==> src/rtl/tws_consts.svh <==
// constants for the three-wire serial port: offsets, field positions, resets, divider counts
// assumes inclusion by bare name from rtl files; definitions only
`ifndef TWS_CONSTS_SVH
`define TWS_CONSTS_SVH

// register indices; one word per register, so the apb byte address is four times the index
`define TWS_IDX_SYNC_MODE    16'hFF72
`define TWS_IDX_SHIFT        16'hFF74
`define TWS_IDX_STATUS       16'hFF76
`define TWS_IDX_ASYNC_MODE   16'hFFA0
`define TWS_ADDR_SYNC_MODE   ({`TWS_IDX_SYNC_MODE, 2'b00})
`define TWS_ADDR_SHIFT       ({`TWS_IDX_SHIFT, 2'b00})
`define TWS_ADDR_STATUS      ({`TWS_IDX_STATUS, 2'b00})
`define TWS_ADDR_ASYNC_MODE  ({`TWS_IDX_ASYNC_MODE, 2'b00})

// reset values and writable-bit masks
`define TWS_SYNC_MODE_RST    8'h00
`define TWS_ASYNC_MODE_RST   8'h00
`define TWS_SHIFT_RST        8'h00
`define TWS_SYNC_MODE_MASK   8'h96
`define TWS_ASYNC_MODE_MASK  8'hFE

// sync mode register fields
`define TWS_BIT_SYNC_EN      7
`define TWS_BIT_DIV_SEL      4
`define TWS_BIT_ORDER        2
`define TWS_BIT_CLK_SRC      1

// async mode register fields
`define TWS_BIT_TX_EN        7
`define TWS_BIT_RX_EN        6
`define TWS_BIT_PAR_HI       5
`define TWS_BIT_PAR_LO       4
`define TWS_BIT_CHAR_LEN     3
`define TWS_BIT_STOP_LEN     2
`define TWS_BIT_ERR_MASK     1

// status register fields
`define TWS_BIT_ST_BUSY      0
`define TWS_BIT_ST_PEND      1
`define TWS_BIT_ST_SCLK      2

// serial clock half periods in mclk cycles (divide by 4 and by 8)
`define TWS_HALF_DIV4        3'd2
`define TWS_HALF_DIV8        3'd4

// transfer and frame sizes
`define TWS_LAST_BIT         3'd7
`define TWS_DATA_BITS_SHORT  4'h7
`define TWS_DATA_BITS_LONG   4'h8
`define TWS_STOP_BITS_ONE    2'h1
`define TWS_STOP_BITS_TWO    2'h2

`endif

==> src/rtl/tws_pkg.sv <==
// types shared by the three-wire serial port files
// assumes nothing beyond a SystemVerilog compiler
package tws_pkg;

	typedef enum logic [2:0] {
		REG_NONE,
		REG_SYNC_MODE,
		REG_SHIFT,
		REG_STATUS,
		REG_ASYNC_MODE
	} tws_reg_e;

	// order matches the two-bit parity field
	typedef enum logic [1:0] {
		PAR_NONE,
		PAR_ZERO,
		PAR_ODD,
		PAR_EVEN
	} tws_parity_e;

	typedef logic [7:0] tws_byte_t;

endpackage

==> src/rtl/tws_sclk_div.sv <==
// half-period tick generator for the internal serial clock
// assumes run is synchronous to mclk; tick is a one-cycle pulse
`timescale 1ns/1ps
`include "tws_consts.svh"

module tws_sclk_div #(
	parameter int CNT_W = 3
) (
	// clock and reset
	input  wire logic mclk,
	input  wire logic rst_n,
	// control
	input  wire logic run,
	input  wire logic divSel,
	// tick out
	output logic      halfTick
);

	logic [CNT_W-1:0] cnt_reg;
	logic [CNT_W-1:0] halfLast;

	initial begin
		if (CNT_W < 3)
			$error("tws_sclk_div: CNT_W too small for the divide-by-8 half period");
	end

	// counter clears while stopped so the first edge always comes one full half period late
	assign halfLast = divSel ? CNT_W'(`TWS_HALF_DIV8 - 3'd1) : CNT_W'(`TWS_HALF_DIV4 - 3'd1);

	always_ff @(posedge mclk or negedge rst_n)
	begin
		if (!rst_n) begin
			cnt_reg  <= '0;
			halfTick <= 1'b0;
		end else if (!run) begin
			cnt_reg  <= '0;
			halfTick <= 1'b0;
		end else if (cnt_reg == halfLast) begin
			cnt_reg  <= '0;
			halfTick <= 1'b1;
		end else begin
			cnt_reg  <= cnt_reg + CNT_W'(1);
			halfTick <= 1'b0;
		end
	end

endmodule // tws_sclk_div

==> src/rtl/tws_serial_port.sv <==
// three-wire serial port with mode registers, reached over apb
// assumes apb master on mclk; serial clock and input pins are asynchronous
//
// Summary of operation
// - enable bit low stops the three-wire function; no shifting happens.
// - write to shift register starts transfer if enabled and clock idle high.
// - internal clock is mclk divided by 4 or by 8 per divider bit.
// - bit order select: 0 sends msb first, 1 sends lsb first.
// - clock source select: 0 takes external clock pin, 1 internal divider.
// - tx and rx enable bits switch their pins between port and serial.
// - parity field selects none, forced zero, odd or even parity.
// - character length bit selects 7 or 8 data bits.
// - stop length bit selects one or two transmitted stop bits.
// - error mask bit set suppresses reception-complete interrupt on error.
// - data moves in 8-bit units, one bit per serial clock.
// - shift after rising serial clock; output latch loads on fall and drives serial out pin.
// - serial in pin is captured on each rising serial clock edge.
// - after eighth bit shifting stops and transfer-done interrupt pulses.
// - byte written while disabled is dropped, even if enabled later.
// - with external clock, further writes leave the loaded byte unchanged.
`timescale 1ns/1ps
`include "tws_consts.svh"

module tws_serial_port #(
	parameter int ADDR_W = 18
) (
	// clock and reset
	input  wire logic                 mclk,
	input  wire logic                 rst_n,
	// apb slave
	input  wire logic                 psel,
	input  wire logic                 penable,
	input  wire logic                 pwrite,
	input  wire logic [ADDR_W-1:0]    paddr,
	input  wire logic [31:0]          pwdata,
	output logic      [31:0]          prdata,
	output logic                      pready,
	output logic                      pslverr,
	// three-wire serial pins
	input  wire logic                 serialClkIn,
	output logic                      serialClkOut,
	output logic                      serialClkOe,
	output logic                      serialOut,
	input  wire logic                 serialIn,
	output logic                      syncXferDoneIrq,
	// async unit pin function and frame setup
	output logic                      txPinSerial,
	output logic                      rxPinSerial,
	output tws_pkg::tws_parity_e      paritySel,
	output logic      [3:0]           dataBits,
	output logic      [1:0]           stopBits,
	// async unit receive events
	input  wire logic                 rxFrameDone,
	input  wire logic                 rxError,
	output logic                      rxDoneIrq
);
	import tws_pkg::*;

	initial begin
		if (ADDR_W < 18 || ADDR_W > 32)
			$error("tws_serial_port: ADDR_W must be 18 to 32");
	end

	// register state
	tws_byte_t   syncMode_reg;
	tws_byte_t   asyncMode_reg;
	tws_byte_t   shift_reg;
	logic        pending_reg;
	logic        busy_reg;
	logic [2:0]  bitCnt_reg;
	logic        capEv_reg;
	logic        clkOut_reg;

	// pin synchronisers
	logic        sclkSync1;
	logic        sclkSync2;
	logic        sclkPrev;
	logic        siSync1;
	logic        siSync2;

	// decoded controls
	logic        syncEn;
	logic        divSel;
	logic        lsbFirst;
	logic        intClk;
	logic        halfTick;
	logic        fallEv;
	logic        riseEv;
	logic        startXfer;
	logic        apbDone;
	logic        wrShift;
	logic        acceptWr;
	tws_reg_e    regSel;
	logic [31:0] readValue;

	function automatic tws_reg_e decodeAddr(input logic [ADDR_W-1:0] a);
		if (a == ADDR_W'(`TWS_ADDR_SYNC_MODE))
			return REG_SYNC_MODE;
		else if (a == ADDR_W'(`TWS_ADDR_SHIFT))
			return REG_SHIFT;
		else if (a == ADDR_W'(`TWS_ADDR_STATUS))
			return REG_STATUS;
		else if (a == ADDR_W'(`TWS_ADDR_ASYNC_MODE))
			return REG_ASYNC_MODE;
		else
			return REG_NONE;
	endfunction

	assign syncEn   = syncMode_reg[`TWS_BIT_SYNC_EN];
	assign divSel   = syncMode_reg[`TWS_BIT_DIV_SEL];
	assign lsbFirst = syncMode_reg[`TWS_BIT_ORDER];
	assign intClk   = syncMode_reg[`TWS_BIT_CLK_SRC];
	assign regSel   = decodeAddr(paddr);
	assign apbDone  = psel && penable && pready;
	assign wrShift  = apbDone && pwrite && (regSel == REG_SHIFT);

	// a held byte blocks overwrites until it has gone out; disabled writes are lost
	assign acceptWr = wrShift && syncEn && !pending_reg && !busy_reg && !capEv_reg;

	// start only when the clock line idles high: internal is high whenever idle
	assign startXfer = syncEn && pending_reg && !busy_reg && (intClk || sclkSync2);

	// edge events: internal from the divider, external from the synchronised pin
	assign fallEv = busy_reg && (intClk ? (clkOut_reg && halfTick)
	                                    : (sclkPrev && !sclkSync2));
	assign riseEv = busy_reg && (intClk ? (!clkOut_reg && halfTick)
	                                    : (!sclkPrev && sclkSync2));

	tws_sclk_div #(
		.CNT_W    (3)
	) u_div (
		.mclk     (mclk),
		.rst_n    (rst_n),
		.run      (busy_reg && intClk),
		.divSel   (divSel),
		.halfTick (halfTick)
	);

	// two-flop synchronisers; only the second stage feeds logic
	always_ff @(posedge mclk or negedge rst_n)
	begin
		if (!rst_n) begin
			sclkSync1 <= 1'b1;
			sclkSync2 <= 1'b1;
			sclkPrev  <= 1'b1;
			siSync1   <= 1'b0;
			siSync2   <= 1'b0;
		end else begin
			sclkSync1 <= serialClkIn;
			sclkSync2 <= sclkSync1;
			sclkPrev  <= sclkSync2;
			siSync1   <= serialIn;
			siSync2   <= siSync1;
		end
	end

	// apb: one wait state, answer registered
	always_comb
	begin
		readValue = 32'h0000_0000;
		case (regSel)
			REG_SYNC_MODE:  readValue = {24'h00_0000, syncMode_reg};
			REG_SHIFT:      readValue = {24'h00_0000, shift_reg};
			REG_STATUS:     readValue = {29'h0000_0000, clkOut_reg, pending_reg, busy_reg};
			REG_ASYNC_MODE: readValue = {24'h00_0000, asyncMode_reg};
			default:        readValue = 32'h0000_0000;
		endcase
	end

	always_ff @(posedge mclk or negedge rst_n)
	begin
		if (!rst_n) begin
			pready  <= 1'b0;
			prdata  <= 32'h0000_0000;
			pslverr <= 1'b0;
		end else begin
			pready  <= psel && penable && !pready;
			prdata  <= (psel && penable && !pready && !pwrite) ? readValue : 32'h0000_0000;
			pslverr <= psel && penable && !pready && (regSel == REG_NONE);
		end
	end

	// mode registers; fixed-zero bits never store, so they read back as zero
	always_ff @(posedge mclk or negedge rst_n)
	begin
		if (!rst_n) begin
			syncMode_reg  <= `TWS_SYNC_MODE_RST;
			asyncMode_reg <= `TWS_ASYNC_MODE_RST;
		end else if (apbDone && pwrite) begin
			if (regSel == REG_SYNC_MODE)
				syncMode_reg <= pwdata[7:0] & `TWS_SYNC_MODE_MASK;
			else if (regSel == REG_ASYNC_MODE)
				asyncMode_reg <= pwdata[7:0] & `TWS_ASYNC_MODE_MASK;
		end
	end

	// transfer engine
	always_ff @(posedge mclk or negedge rst_n)
	begin
		if (!rst_n) begin
			shift_reg       <= `TWS_SHIFT_RST;
			pending_reg     <= 1'b0;
			busy_reg        <= 1'b0;
			bitCnt_reg      <= 3'd0;
			capEv_reg       <= 1'b0;
			syncXferDoneIrq <= 1'b0;
		end else if (!syncEn) begin
			// disabling aborts any transfer and drops a waiting byte
			pending_reg     <= 1'b0;
			busy_reg        <= 1'b0;
			bitCnt_reg      <= 3'd0;
			capEv_reg       <= 1'b0;
			syncXferDoneIrq <= 1'b0;
		end else begin
			syncXferDoneIrq <= 1'b0;
			// input pin is two flops late; take it a cycle after the rise so divide-by-4 still fits
			capEv_reg       <= riseEv;
			if (capEv_reg) begin
				if (lsbFirst)
					shift_reg <= {siSync2, shift_reg[7:1]};
				else
					shift_reg <= {shift_reg[6:0], siSync2};
			end
			if (acceptWr) begin
				shift_reg   <= pwdata[7:0];
				pending_reg <= 1'b1;
			end
			if (startXfer) begin
				pending_reg <= 1'b0;
				busy_reg    <= 1'b1;
				bitCnt_reg  <= 3'd0;
			end
			if (riseEv) begin
				bitCnt_reg <= bitCnt_reg + 3'd1;
				if (bitCnt_reg == `TWS_LAST_BIT) begin
					busy_reg        <= 1'b0;
					syncXferDoneIrq <= 1'b1;
				end
			end
		end
	end

	// output latch loads the leading bit on each falling edge
	always_ff @(posedge mclk or negedge rst_n)
	begin
		if (!rst_n)
			serialOut <= 1'b0;
		else if (fallEv)
			serialOut <= lsbFirst ? shift_reg[0] : shift_reg[7];
	end

	// internal serial clock; idles high so a later start sees a clean first fall
	always_ff @(posedge mclk or negedge rst_n)
	begin
		if (!rst_n) begin
			clkOut_reg   <= 1'b1;
			serialClkOut <= 1'b1;
			serialClkOe  <= 1'b0;
		end else begin
			if (!busy_reg || !intClk)
				clkOut_reg <= 1'b1;
			else if (halfTick)
				clkOut_reg <= !clkOut_reg;
			serialClkOut <= (!busy_reg || !intClk) ? 1'b1 : (halfTick ? !clkOut_reg : clkOut_reg);
			serialClkOe  <= syncEn && intClk;
		end
	end

	// async unit setup outputs and receive interrupt gating
	always_ff @(posedge mclk or negedge rst_n)
	begin
		if (!rst_n) begin
			txPinSerial <= 1'b0;
			rxPinSerial <= 1'b0;
			paritySel   <= PAR_NONE;
			dataBits    <= `TWS_DATA_BITS_SHORT;
			stopBits    <= `TWS_STOP_BITS_ONE;
			rxDoneIrq   <= 1'b0;
		end else begin
			txPinSerial <= asyncMode_reg[`TWS_BIT_TX_EN];
			rxPinSerial <= asyncMode_reg[`TWS_BIT_RX_EN];
			paritySel   <= tws_parity_e'(asyncMode_reg[`TWS_BIT_PAR_HI:`TWS_BIT_PAR_LO]);
			dataBits    <= asyncMode_reg[`TWS_BIT_CHAR_LEN] ? `TWS_DATA_BITS_LONG
			                                                : `TWS_DATA_BITS_SHORT;
			stopBits    <= asyncMode_reg[`TWS_BIT_STOP_LEN] ? `TWS_STOP_BITS_TWO
			                                                : `TWS_STOP_BITS_ONE;
			rxDoneIrq   <= rxFrameDone && asyncMode_reg[`TWS_BIT_RX_EN]
			               && !(rxError && asyncMode_reg[`TWS_BIT_ERR_MASK]);
		end
	end

	// checks
	a_stop_when_off: assert property (@(posedge mclk) disable iff (!rst_n)
		!syncEn |=> !busy_reg && !pending_reg)
		else $error("transfer still active while disabled");

	a_start_internal: assert property (@(posedge mclk) disable iff (!rst_n)
		syncEn && intClk && pending_reg && !busy_reg |=> busy_reg && !pending_reg)
		else $error("pending byte did not start with internal clock");

	a_div_four_half: assert property (@(posedge mclk) disable iff (!rst_n)
		fallEv && intClk && !divSel ##1 (syncEn && intClk && !divSel)[*2] |-> riseEv)
		else $error("divide-by-4 rise not two cycles after fall");

	a_div_eight_half: assert property (@(posedge mclk) disable iff (!rst_n)
		fallEv && intClk && divSel ##1 (syncEn && intClk && divSel)[*4] |-> riseEv)
		else $error("divide-by-8 rise not four cycles after fall");

	a_msb_first_out: assert property (@(posedge mclk) disable iff (!rst_n)
		fallEv && !lsbFirst |=> serialOut == $past(shift_reg[7]))
		else $error("msb-first output latch wrong");

	a_lsb_first_out: assert property (@(posedge mclk) disable iff (!rst_n)
		fallEv && lsbFirst |=> serialOut == $past(shift_reg[0]))
		else $error("lsb-first output latch wrong");

	a_ext_clk_undriven: assert property (@(posedge mclk) disable iff (!rst_n)
		!intClk |=> !serialClkOe)
		else $error("serial clock driven with external source");

	a_pin_function: assert property (@(posedge mclk) disable iff (!rst_n)
		!asyncMode_reg[`TWS_BIT_TX_EN] && !asyncMode_reg[`TWS_BIT_RX_EN]
		|=> !txPinSerial && !rxPinSerial)
		else $error("pins left in serial function while stopped");

	a_rx_err_masked: assert property (@(posedge mclk) disable iff (!rst_n)
		rxFrameDone && rxError && asyncMode_reg[`TWS_BIT_ERR_MASK] |=> !rxDoneIrq)
		else $error("masked error still raised reception interrupt");

	a_capture_input: assert property (@(posedge mclk) disable iff (!rst_n)
		capEv_reg && syncEn && !lsbFirst |=> shift_reg[0] == $past(siSync2))
		else $error("input bit not captured on rise");

	a_eighth_bit_done: assert property (@(posedge mclk) disable iff (!rst_n)
		syncEn && riseEv && bitCnt_reg == `TWS_LAST_BIT |=> syncXferDoneIrq && !busy_reg)
		else $error("transfer did not end after eighth bit");

	a_done_only_at_end: assert property (@(posedge mclk) disable iff (!rst_n)
		syncXferDoneIrq |-> $past(riseEv) && $past(bitCnt_reg) == `TWS_LAST_BIT)
		else $error("done pulse without eighth bit");

	a_disabled_write_lost: assert property (@(posedge mclk) disable iff (!rst_n)
		wrShift && !syncEn |=> !pending_reg ##1 !busy_reg)
		else $error("byte written while disabled was kept");

	a_loaded_byte_kept: assert property (@(posedge mclk) disable iff (!rst_n)
		wrShift && !intClk && (pending_reg || busy_reg) && !capEv_reg |=> shift_reg == $past(shift_reg))
		else $error("loaded byte overwritten with external clock");

	a_idle_clock_high: assert property (@(posedge mclk) disable iff (!rst_n)
		intClk && !busy_reg |=> clkOut_reg ##1 (busy_reg || serialClkOut))
		else $error("internal serial clock not high while idle");

endmodule // tws_serial_port

==> config.mk <==
export PLATFORM = sky130hd
export DESIGN_NAME = tws_serial_port
export DESIGN_NICKNAME = d
export VERILOG_FILES = /design/src/rtl/tws_pkg.sv /design/src/rtl/tws_sclk_div.sv /design/src/rtl/tws_serial_port.sv
export VERILOG_INCLUDE_DIRS = /design/src /design/src/rtl
export SDC_FILE = /design/constraint.sdc
export NUM_CORES = 1
export LEC_CHECK = 0
export ABC_AREA = 1
export ABC_CLOCK_PERIOD_IN_PS = 1600
export BUFFER_PORTS_ARGS = -buffer_cell sky130_fd_sc_hd__buf_2
export CAP_MARGIN = 10
export CORE_AREA = 2 2 83 85
export CTS_CLUSTER_DIAMETER = 120
export DETAILED_ROUTE_END_ITERATION = 10
export DIE_AREA = 0 0 85 87
export GPL_ROUTABILITY_DRIVEN = 0
export GPL_TIMING_DRIVEN = 0
export MAX_ROUTING_LAYER = met4
export PLACE_DENSITY = 0.73
export SYNTH_ARGS = -nofsm -noshare
export SYNTH_HDL_FRONTEND = slang
export SYNTH_SLANG_ARGS = --single-unit
export TNS_END_PERCENT = 10
==> constraint.sdc <==
create_clock -name mclk -period 1.6 [get_ports mclk]
set_clock_uncertainty 0.05 [all_clocks]
set_input_delay 0.24 -clock mclk [delete_from_list [all_inputs] [get_ports mclk]]
set_output_delay 0.24 -clock mclk [all_outputs]
set_load 0.05 [all_outputs]
; After elaboration in Yosys (flattened, before gate mapping)
; Index checks and enable logic that the tools add are counted.
[totals]
regBits = 83
in_bits = 59
out_inout_bits = 49
elab_cells = 120
[classes]
add_sub_neg = 2
n_eq_ne = 12
n_mux = 35
n_bitwise = 1
n_reduce_logical = 43
[ops]
columns = operator, n
row1 = "18-bit equality test, second input constant", 4
row2 = 32-bit 2-to-1 mux, 1
row3 = 8-bit case mux with 4 select lines, 1
row4 = 3-bit 2-to-1 mux, 9
row5 = 1-bit logical AND, 25
row6 = 8-bit 2-to-1 mux, 3
row7 = 1-bit 2-to-1 mux, 18
row8 = 1-bit zero test, 10
row9 = "3-bit by 1-bit adder with 3-bit output, second input constant", 2
row10 = "3-bit by 2-bit equality test with 1-bit output, second input constant", 2
row11 = "3-bit equality test, second input constant", 2
row12 = "3-bit by 1-bit != test with 1-bit output, second input constant", 2
row13 = 2-bit 2-to-1 mux, 2
row14 = 4-bit 2-to-1 mux, 1
row15 = 2-bit AND reduction, 2
row16 = 2-bit nonzero test, 2
row17 = "3-bit by 1-bit equality test with 1-bit output, second input constant", 1
row18 = 3-bit equality test, 1
row19 = 3-bit zero test, 1
row20 = 3-bit AND reduction, 1
row21 = 1-bit logical OR, 2
row22 = 1-bit NOT, 1

; Longest topological paths before layout
; Gate-level depths: netlist of the first run.
[depth]
word_depth = 14
mapped_depth = 10
ltp_nobuf = 10

; Hierarchy
; Synthesis of the first run repeated with hierarchy kept, for this count alone.
[unflattened]
cells_unflattened = 351
area_unflattened_um2 = 2986.6
[by_module_without_submodules]
columns = module, n_inst, cells_per_inst, area_each_um2, seq_area_each_um2
row1 = tws_serial_port, 1, 325, 2782.7, 1333.8
row2 = tws_sclk_div, 1, 26, 203.9, 100.1

; Least setup slack after synthesis of the first run
; Ideal clock, no wire load.
[synth_timing]
path_kind = register -> register
from = register pready
to = register shift_reg[7]
setup_ns = 0.117
arrival_ns = 1.486
t_required_ns = 1.433
path_slack_ns = -0.054
stages_incl_launch_ff = 8
n_path_buf = 0
synth_period_minus_slack_ns = 1.654
path_cell_list = dfrtp_1 > nand4_4 > nor2_2 > nand2_1 > nand2_4 > inv_2 > nand2_1 > nand2_1
[synth_between]
elab_chain_cells = 9
elab_cells_between_ends = 10
cone_classes = 1 x mux / 9 x reduce/logical
[synth_rtl]
columns = element, line
row1 = from (decl), tws_serial_port.sv:37  ; output logic pready,
row2 = from (signal assigned), tws_serial_port.sv:177  ; pready <= psel && penable && !pready;
row3 = 1-bit logical AND (*), tws_serial_port.sv:114  ; assign apbDone = psel && penable && pready;
row4 = 1-bit logical AND (*) (2 in series), tws_serial_port.sv:115  ; assign wrShift = apbDone && pwrite && (regSel == REG_SHIFT);
row5 = 1-bit logical AND (*) (4 in series), tws_serial_port.sv:118  ; assign acceptWr = wrShift && syncEn && !pending_reg && !busy_reg && !capEv_reg;
row6 = 2-bit nonzero test (no line), n/a
row7 = 2-bit AND reduction (no line), n/a
row8 = to (signal assigned), tws_serial_port.sv:201  ; shift_reg <= `TWS_SHIFT_RST;
row9 = to (signal assigned), tws_serial_port.sv:220  ; shift_reg <= {siSync2, shift_reg[7:1]};
row10 = to (signal assigned), tws_serial_port.sv:222  ; shift_reg <= {shift_reg[6:0], siSync2};
row11 = to (decl), tws_serial_port.sv:67  ; tws_byte_t shift_reg;
; Every way passes the cells marked *; elsewhere a longest branch is shown, timed or not.
; A chain may end at the register's enable or synchronous reset.

; Worst setup path in the final report of the first run
[layout_timing]
from = register busy_reg
to = register shift_reg[7]
[layout_between]
elab_chain_cells = 5
elab_cells_between_ends = 6
cone_classes = 1 x mux / 5 x reduce/logical
[layout_rtl]
columns = element, line
row1 = from (decl), tws_serial_port.sv:69  ; logic busy_reg;
row2 = from (signal assigned), tws_serial_port.sv:203  ; busy_reg <= 1'b0;
row3 = from (signal assigned), tws_serial_port.sv:210  ; busy_reg <= 1'b0;
row4 = from (signal assigned), tws_serial_port.sv:230  ; busy_reg <= 1'b1;
row5 = 1-bit zero test (*), tws_serial_port.sv:118
row6 = 1-bit logical AND (*) (2 in series), tws_serial_port.sv:118
row7 = 2-bit nonzero test (no line), n/a
row8 = 2-bit AND reduction (no line), n/a
; Marks and branches as above.

==> out/results.txt, run 1 <==
Final Non-Filler Cells -> 504
Via density -> 4.651
I/O Buffers -> 59
GRT overflow -> 0
Critical Path RT -> 1.78 ns
cts bufs inserted -> 9
DR iter-0 viols -> 223
critical path buffer and inverter count -> 2
Placed Cells -> 482
Core Rows -> 30
Worst path max stage delay -> 0.45 ns
P_sw -> 0.0007765 W
Worst-path clk slew -> 0.06 ns
number of distinct library cells after synthesis -> 37
clk buf depth -> 2
Die Height -> 87 um
HPWL after DPL -> 4384 um
overall power -> 0.003123 W
Fillers -> 567
synthesis-to-finish area growth -> 26.25%
Static Leak -> 1.873 nW
RSZ-0062 raised after global routing -> yes
worst skew pair latency -> 0.34 ns
Die Width -> 85 um
Critical Path End Type -> register
mean cell area of the mapped netlist -> 8.981 um2
part of the power in combinational logic -> 0.100
Tcrit/Tclk final -> 0.9431
CTS root buf -> clkbuf_8
Synth Flop Type -> dfrtp_1
CTS tree -> done
Synth Warn # -> 0
Highest Clock Rate -> 662.7 MHz
layout cell share with drive strength beyond 1 -> 0.3325
H-tree Lvls -> 3
crit path cell chain -> inv_1 > nand3_1 > nor2_4 > nand2_1 > nand2_4 > inv_2 > nand2_1 > nand2_1
area of the die -> 0.007395 mm2
Syn Inst Count -> 320
dpl cell area -> 0.003357 mm2
Int Pwr -> 0.002347 W
max_slew headroom -> 0.5393
switch share -> 0.2486
Final Hold Vio Count -> 0
first-pass GRT wire length -> 10090 um
CP max stage cell -> dfrtp_2
final setup fails -> 0
Clk pwr share -> 0.432
worst min path class -> input port to register
I/O Pins -> 108
WL/cell -> 11.85 um
number of global-route vias before repair -> 2258
CP Launch Type -> register
starting density of the core -> 0.4375
PD cells -> 860.8 mW/mm2
final worst path period need -> 1.509 ns
Syn Std Cell Area -> 0.002874 mm2
CP Data Arrival Time -> 1.68 ns
final WL -> 5972 um
Post-DRT Antenna Nets -> 0
Crit Path Max Fanout -> 9
Yosys reg bits -> 57
ant diodes -> 0
Seq/Total Area, Yosys -> 0.4989
final number of max-transition violations -> 0
share of flip-flops with an asynchronous set or reset -> 1.000
fin area -> 0.003628 mm2
CP Class -> register to register
run status -> finished clean
Reg power frac -> 0.468
largest net degree at the start of global routing -> 58
vias after detailed routing -> 2344
initial antenna violation count -> 0
Worst-Margin Slew -> 0.6911 ns
Hold Worst Slack -> 0.01257 ns
number of nets in the layout -> 481
gr usage total -> 0.1811
DRC violation count after routing -> 0
DRT Pass-1 Iters -> 4
number of synthesized flops with an enable pin -> 0
delay-heaviest family, CP -> simple AND/OR/NAND/NOR gates
Sink Count -> 57
max-cap viol count -> 0
Core Area -> 0.006569 mm2
peak supply drop -> 0.7611 mV
Top cell by count, worst path -> nand2_1
==> cells in the mapped netlist (2+ instances only) <==
cell type,number,area share
nand2_4,2,0.0078
o21ai_2,4,0.012
nand2_2,3,0.0065
o21ai_0,11,0.019
nor2_2,2,0.0044
or2_2,2,0.0044
dfstp_2,6,0.055
nand2_1,67,0.088
inv_1,32,0.042
inv_2,2,0.0026
nor2_1,30,0.039
nand3_1,30,0.052
ha_1,3,0.013
a21oi_1,7,0.012
nor2_4,5,0.020
nand4_1,8,0.017
dfrtp_1,51,0.44
nor3_1,2,0.0035
mux2i_1,8,0.028
buf_4,28,0.073
==> layer usage <==
| layer | part of all wire | track usage |
|---|---|---|
| met1 | 0.42 | 0.1977 |
| met2 | 0.49 | 0.3018 |
| met5 | 0 | - |
| met4 | 0.027 | 0.1053 |
| met3 | 0.061 | 0.04360 |
==> cells by family after synthesis <==
group           after synthesis  synth area share
flops                        57            0.4989
mux                           8           0.02786
compound gates               28           0.05878
xor+xnor                      1          0.003048
buf+inv                      64            0.1228
other cells                   1          0.001305
fa+ha+maj                     3           0.01306
simple gates                158            0.2743
==> cell usage in the layout, fill, tap and decap left out, types with 3 or more instances in the layout <==
| cell | instances |
|---|---|
| nand2_1 | 67 |
| buf_2 | 58 |
| dfrtp_1 | 49 |
| inv_1 | 32 |
| buf_4 | 32 |
| nand3_1 | 30 |
| nor2_1 | 28 |
| conb_1 | 24 |
| o21ai_0 | 11 |
| clkbuf_8 | 11 |
| nand4_1 | 8 |
| mux2i_1 | 8 |
| a21oi_1 | 7 |
| nor2_4 | 6 |
| dfstp_2 | 6 |
| o21ai_2 | 4 |
| nor2_2 | 3 |
| nand2_2 | 3 |
| ha_1 | 3 |
| dlygate4sd3_1 | 3 |
==> cell type report <==
| type | instances | area [um2] | area share |
|---|---|---|---|
| plain buffers | 29 | 221.5 | 0.06103 |
| repair buffers | 65 | 350.3 | 0.09655 |
| inverters | 35 | 131.4 | 0.03621 |
| flip-flops and latches | 57 | 1436 | 0.3959 |
| multi-input cells | 222 | 1190 | 0.3279 |
| well taps | 80 | 100.1 | 0.02759 |
| clock inverters | 3 | 40.04 | 0.01103 |
| clock buffers | 13 | 158.9 | 0.04379 |
==> metrics by stage <==
step	worst slack, ns	TNS (ns)	utilization
6_report	0.09110	0	0.5524
3_5_place_dp	-0.05761	-0.3304	0.5110
4_1_cts	0.05319	0	0.5463
2_1_floorplan	0.1140	0	-
5_1_grt	-0.007667	-0.01521	0.5524
3_3_place_gp	-0.04049	-0.09279	0.5110
==> power by group through the flow <==
stage               combinational (W)  sequential [W]  clock, W
detailed placement           0.000307         0.00149         0
floorplan                    0.000207         0.00150         0
global placement             0.000304         0.00149         0
global route                 0.000340         0.00146   0.00144
finish                       0.000314         0.00146   0.00135
CTS                          0.000311         0.00146   0.00136
==> final timing paths <==
path / from / endpoint / slack, ns / cells after the start
worst min register to register: siSync1 / siSync2 / 0.30 / 0
max in group asynchronous: rst_n / busy_reg / 0.56 / 2
min in group asynchronous: rst_n / shift_reg[2] / 0.43 / 2
worst max register to register: busy_reg / shift_reg[7] / 0.09 / 8
worst min-delay path: rxError / rxDoneIrq / 0.01 / 2
worst max-delay path: busy_reg / shift_reg[7] / 0.09 / 8
==> timing repair <==
action | CTS | global route
endpoints found under the hold margin | 2 | 51
hold buffers | 2 | 1
pin swaps | 1 | 1
setup buffers | 1 | 2
resized for setup | 1 | 4
setup endpoints to repair | 6 | 11
Power figures use the tool's default switching activity.
==> inputs of run 2 (changes only) <==
Settings changed: ABC_AREA 1 to default, CELL_PAD_IN_SITES_DETAIL_PLACEMENT from default to 1, CELL_PAD_IN_SITES_GLOBAL_PLACEMENT from default to 2, CORE_AREA 2 2 83 85 to 2 2 98 100, DIE_AREA 0 0 85 87 to 0 0 100 102, PLACE_DENSITY 0.73 to default, PLACE_DENSITY_LB_ADDON from default to 0.1.
==> run 2 against run 1 <==
The run now ends with negative setup slack left. First-iteration DRC count is 78% lower. Routed wire length is 15% higher. Register-to-register slack worse by 0.33 ns. Synthesized area is 5.8% lower. Sequential power hardly changed. Via count is 14% lower. Die area is 38% higher. Non-clock buffer count is 9 higher. Critical path type is now input port to register. Critical endpoint is now shift_reg[5]. Highest routed layer unchanged.
==> out/results.txt, run 2 <==
worst skew pair latency -> 0.33 ns
Critical Path End Type -> register
I/O Buffers -> 58
part of the power in combinational logic -> 0.099
Clk pwr share -> 0.449
CP max stage cell -> or4b_4
max-cap viol count -> 0
DRT Pass-1 Iters -> 4
sequential cell area -> 0.001436 mm2
GR Util met2 -> 0.2131
initial antenna violation count -> 0
share of flip-flops with an asynchronous set or reset -> 1.000
TNS Setup -> -7.242 ns
final number of max-transition violations -> 0
dpl cell area -> 0.003251 mm2
multi-input logic area -> 0.001231 mm2
share of the synthesized area in the top cell type -> 0.4716
Die Width -> 100 um
Die Height -> 102 um
met1 Use GR -> 0.1801
area of the die -> 0.01020 mm2
fin area -> 0.003701 mm2
ant diodes -> 0
starting density of the core -> 0.2971
final setup fails -> 27
Worst-path clk slew -> 0.07 ns
final worst path period need -> 1.988 ns
I/O Pins -> 108
Core Rows -> 35
GRT overflow -> 0
Int Pwr -> 0.002398 W
number of global-route vias before repair -> 1990
vias after detailed routing -> 2005
clk buf depth -> 2
Via density -> 4.475
Static Leak -> 1.864 nW
CP Class -> input port to register
switch share -> 0.2579
WL/cell -> 15.29 um
delay-heaviest family, CP -> simple AND/OR/NAND/NOR gates
Worst-Margin Slew -> 0.6609 ns
largest net degree at the start of global routing -> 31
critical path buffer and inverter count -> 2
Reg power frac -> 0.451
Final Hold Vio Count -> 0
DR iter-0 viols -> 48
number of nets in the layout -> 394
layout cell share with drive strength beyond 1 -> 0.5134
Final WS setup -> -0.3884 ns
commonest non-fill, non-tap cell in the layout -> buf_2
CP Data Arrival Time -> 2.15 ns
synthesis-to-finish area growth -> 36.75%
CTS root buf -> clkbuf_8
Yosys reg bits -> 57
count leader, synth -> dfrtp_1
run status -> finished, violations left
number of distinct library cells after synthesis -> 46
Syn Std Cell Area -> 0.002706 mm2
crit path cell chain -> buf_6 > or4b_4 > or4_4 > nor2_4 > a32o_2 > buf_8 > mux2_2
Post-DRT Antenna Nets -> 0
GR Util met3 -> 0.03352
Critical Path RT -> 1.77 ns
peak supply drop -> 0.3659 mV
Synth Warn # -> 0
HPWL after DPL -> 4856 um
final WL -> 6852 um
RSZ-0062 raised after global routing -> yes
Yosys top cell by area -> dfrtp_1
P_sw -> 0.0008335 W
failing checks -> negative setup slack
gr usage total -> 0.1381
Core Area -> 0.009109 mm2
Synth Flop Type -> dfrtp_1
mean cell area of the mapped netlist -> 12.03 um2
cts bufs inserted -> 9
PD cells -> 873.2 mW/mm2
worst min path class -> input port to register
most frequent cells in the layout -> buf_2 (58), dfrtp_1 (49), buf_4 (35)
synth cell count leaders -> dfrtp_1 (51), mux2_2 (32), buf_4 (27), nor2_1 (18)
most used routing layer in global routing -> met2
H-tree Lvls -> 3
first-pass GRT wire length -> 10420 um
number of synthesized flops with an enable pin -> 0
CTS tree -> done
Sink Count -> 57
Fillers -> 1021
FF-to-FF setup slack -> -0.24 ns
launch point of the worst path -> paddr[1]
min-delay src -> rxError
Seq/Total Area, Yosys -> 0.5298
max_slew headroom -> 0.5594
Worst path max stage delay -> 0.55 ns
top cells by area, synth -> dfrtp_1 (47%), mux2_2 (13%), buf_4 (7.5%), dfstp_2 (5.8%), nor2_1 (2.5%)
Hold Worst Slack -> 0.02838 ns
DRC violation count after routing -> 0
Crit Path Max Fanout -> 8
Highest Clock Rate -> 502.9 MHz
Tcrit/Tclk final -> 1.243
CP Launch Type -> input port
Syn Inst Count -> 225
reg2reg start -> busy_reg
## run 2: area by class of cell
cell class                      instances  share of cell area
Sequential cell                        57              0.3881
Multi-Input combinational cell        154              0.3327
Timing Repair Buffer                   72              0.1149
Buffer                                 31             0.06153
Clock buffer                           12             0.04462
Tap cell                              111             0.03753
Clock inverter                          4             0.01352
Inverter                                7            0.007099
## run 2: logic make-up (layout without fill, tap and decap cells)
| logic type | after synthesis | in the layout | synth area share |
|---|---|---|---|
| buffers and inverters | 38 | 126 | 0.09015 |
| other | 1 | 24 | 0.001386 |
| multiplexers | 37 | 37 | 0.1521 |
| XOR/XNOR | 1 | 1 | 0.003237 |
| AND/OR/NAND/NOR | 57 | 58 | 0.1290 |
| flip-flops | 57 | 57 | 0.5298 |
| AO/OA/AOI/OAI | 31 | 31 | 0.08045 |
| adder cells (fa/ha/maj) | 3 | 3 | 0.01387 |
## run 2: repair_timing
| item | in CTS | in global routing |
|---|---|---|
| endpoints found under the hold margin | 27 | 0 |
| endpoints found under the setup margin | 33 | 32 |
| hold buffers | 3 | 0 |
| setup buffers | 2 | 8 |
| pin swaps | 7 | 5 |
| gates resized for setup | 12 | 18 |
| cloned | 0 | 1 |
## run 2: worst register-to-register path, delay by kind of cell, from the launching register on
family	cells	cell delay [ns]
simple gates	3	0.66
mux	2	0.60
flops	1	0.42
## run 2: worst paths after layout
kind,end,depth (start not counted)
worst max-delay path,shift_reg[5],7
worst min-delay path,rxDoneIrq,2
worst max register to register,shift_reg[6],5
worst min register to register,siSync2,0
max in group asynchronous,sclkPrev,3
min in group asynchronous,pslverr,2
## run 2: through the flow
step / instances / total power, W / util / setup slack (ns)
global placement: 417 / 0.001788 / 0.3547 / -0.8746
global route: 448 / 0.003378 / 0.4063 / -0.4053
finish: 448 / 0.003232 / 0.4063 / -0.3884
detailed placement: 418 / 0.001796 / 0.3569 / -0.8762
CTS: 439 / 0.003283 / 0.3912 / -0.3863
floorplan: 248 / 0.001698 / - / -0.5627
## run 2: routing by layer
| metal | up-vias | routed length [um] |
|---|---|---|
| met2 | 68 | 3177 |
| met3 | 10 | 349 |
| li1 | 969 | - |
| met1 | 958 | 3231 |
| met4 | 0 | 93 |
| met5 | - | 0 |
## run 2: power by group through the flow
stage                     sequential [W]  clock, W  combinational [W]
after floorplan                  0.00149         0           0.000205
after global placement           0.00148         0           0.000304
after detailed placement         0.00148         0           0.000311
after CTS                        0.00146   0.00151           0.000320
after global routing             0.00146   0.00157           0.000345
final                            0.00146   0.00145           0.000321
==> inputs of run 3 (changes only) <==
Settings changed: CORE_AREA 2 2 98 100 to 2 2 104 96, DIE_AREA 0 0 100 102 to 0 0 106 98.
==> run 3 against run 2 <==
The run still ends with negative setup slack left. Clock-buffer cell count shrank 2. Fmax grew 0.55%. Register-to-register slack worse by 0.08 ns. Cell area down 2.4%. Sequential cell count is the same. Final cell count rose by 2.0%. Hold slack hardly changed. Core utilization shrank 2.2 points. Largest power group unchanged. Highest routed layer unchanged.
==> out/results.txt, run 3 (synthesis gave the netlist of run 2 again) <==
worst min path class -> input port to register
CTS root buf -> clkbuf_8
CP Launch Type -> input port
initial antenna violation count -> 0
Crit Path Max Fanout -> 7
delay-heaviest family, CP -> simple AND/OR/NAND/NOR gates
max_slew headroom -> 0.5888
GRT overflow -> 0
Worst-Margin Slew -> 0.6168 ns
peak supply drop -> 0.5026 mV
H-tree Lvls -> 3
Die Width -> 106 um
first-pass GRT wire length -> 10750 um
Via density -> 4.326
ant diodes -> 0
Die Height -> 98 um
min-delay src -> rxError
max-cap viol count -> 0
Tcrit/Tclk final -> 1.236
CP Data Arrival Time -> 2.14 ns
Core Rows -> 34
I/O Buffers -> 58
crit path cell chain -> buf_6 > or4b_4 > or4_4 > buf_12 > nor3_4 > nand2_4 > mux2_4
Static Leak -> 1.818 nW
vias after detailed routing -> 1977
cts bufs inserted -> 9
critical path buffer and inverter count -> 2
CP max stage cell -> or4b_4
CTS tree -> done
final WL -> 6752 um
most frequent cells in the layout -> buf_2 (57), dfrtp_1 (49), buf_4 (29)
worst skew pair latency -> 0.33 ns
gr usage total -> 0.1405
DRC violation count after routing -> 0
Final Hold Vio Count -> 0
CP Class -> input port to register
I/O Pins -> 108
largest net degree at the start of global routing -> 34
Highest Clock Rate -> 505.7 MHz
FF-to-FF setup slack -> -0.32 ns
final number of max-transition violations -> 0
WL/cell -> 14.77 um
layout cell share with drive strength beyond 1 -> 0.4985
R2R depth -> 4
synthesis-to-finish area growth -> 33.47%
Crit Reg-Reg Endpoint -> shift_reg[7]
failing checks -> negative setup slack
number of nets in the layout -> 388
Hold EP -> rxDoneIrq
HPWL after DPL -> 4935 um
Hold Worst Slack -> 0.02818 ns
starting density of the core -> 0.2879
clk buf depth -> 2
commonest non-fill, non-tap cell in the layout -> buf_2
Critical Path End Type -> register
Fillers -> 1051
Critical Path RT -> 1.77 ns
RSZ-0062 raised after global routing -> yes
overall power -> 0.002931 W
Worst path max stage delay -> 0.54 ns
final setup fails -> 27
PD cells -> 811.6 mW/mm2
Sink Count -> 57
DR iter-0 viols -> 40
Hold Path Cell Cnt -> 2
Post-DRT Antenna Nets -> 0
final worst path period need -> 1.977 ns
Core Area -> 0.009402 mm2
reg2reg start -> syncMode_reg[2]
DRT Pass-1 Iters -> 4
number of global-route vias before repair -> 2011
Worst-path clk slew -> 0.07 ns
run status -> finished, violations left
area of the die -> 0.01039 mm2
Final WS setup -> -0.3775 ns
==> run 3: cell types whose count changed in the layout (fill, tap and decap cells not counted), moves of 2 or more <==
cell,change
buf_4,-6
mux2_2,+4
clkbuf_8,-3
clkinv_2,+3
mux2_4,-3
clkbuf_1,+2
==> run 3: per-stage QoR <==
| step | cell area (um2) | std cells | worst slack (ns) | util | TNS (ns) |
|---|---|---|---|---|---|
| after global routing | 3612 | 457 | -0.4143 | 0.3842 | -9.651 |
| after floorplan | 2801 | 248 | -0.5627 | - | -12.14 |
| after CTS | 3545 | 455 | -0.3941 | 0.3770 | -8.140 |
| after detailed placement | 3269 | 433 | -0.8883 | 0.3478 | -22.16 |
| final | 3612 | 457 | -0.3775 | 0.3842 | -8.285 |
| after global placement | 3249 | 432 | -0.8964 | 0.3456 | -22.03 |
==> run 3: per-layer routing <==
layer	up-vias	part of all wire	GRT usage
li1	953	-	-
met1	945	0.47	0.1822
met2	71	0.46	0.2074
met3	8	0.062	0.05207
met4	0	0.0083	0.03745
met5	-	0	-
==> run 3: worst max path at each step <==
stage	from	endpoint	slack [ns]	cells past startpoint
6_report	paddr[1]	asyncMode_reg[6]	-0.38	7
2_1_floorplan	paddr[1]	shift_reg[0]	-0.56	6
3_3_place_gp	paddr[1]	shift_reg[3]	-0.90	6
3_5_place_dp	paddr[1]	shift_reg[7]	-0.89	6
4_1_cts	paddr[1]	shift_reg[4]	-0.39	7
5_1_grt	syncMode_reg[2]	shift_reg[2]	-0.41	4
==> run 3: report_power, final <==
group          switching (W)  internal [W]  leakage, nW
sequential        0.00000437       0.00145        0.766
combinational       0.000220      0.000101        0.970
clock               0.000603      0.000550       0.0818
total               0.000827       0.00210         1.82
==> run 3: final cells by class <==
cell class,instances,area (um2),share of cell area
tap,126,157.7,0.04364
clock inverter,6,35.03,0.009699
buffer,31,226.5,0.06269
inverter,7,26.28,0.007274
sequential,57,1436,0.3976
timing repair buffer,66,389.1,0.1077
multi-input combinational,154,1214,0.3360
clock buffer,10,127.6,0.03533
==> run 3: timing repair <==
action / CTS / global route
hold buffers: 3 / 0
setup endpoints to repair: 33 / 32
resized for setup: 10 / 12
pin swaps: 7 / 4
cloned: 0 / 1
buffers inserted: 3 / 1
hold endpoints to repair: 24 / 0
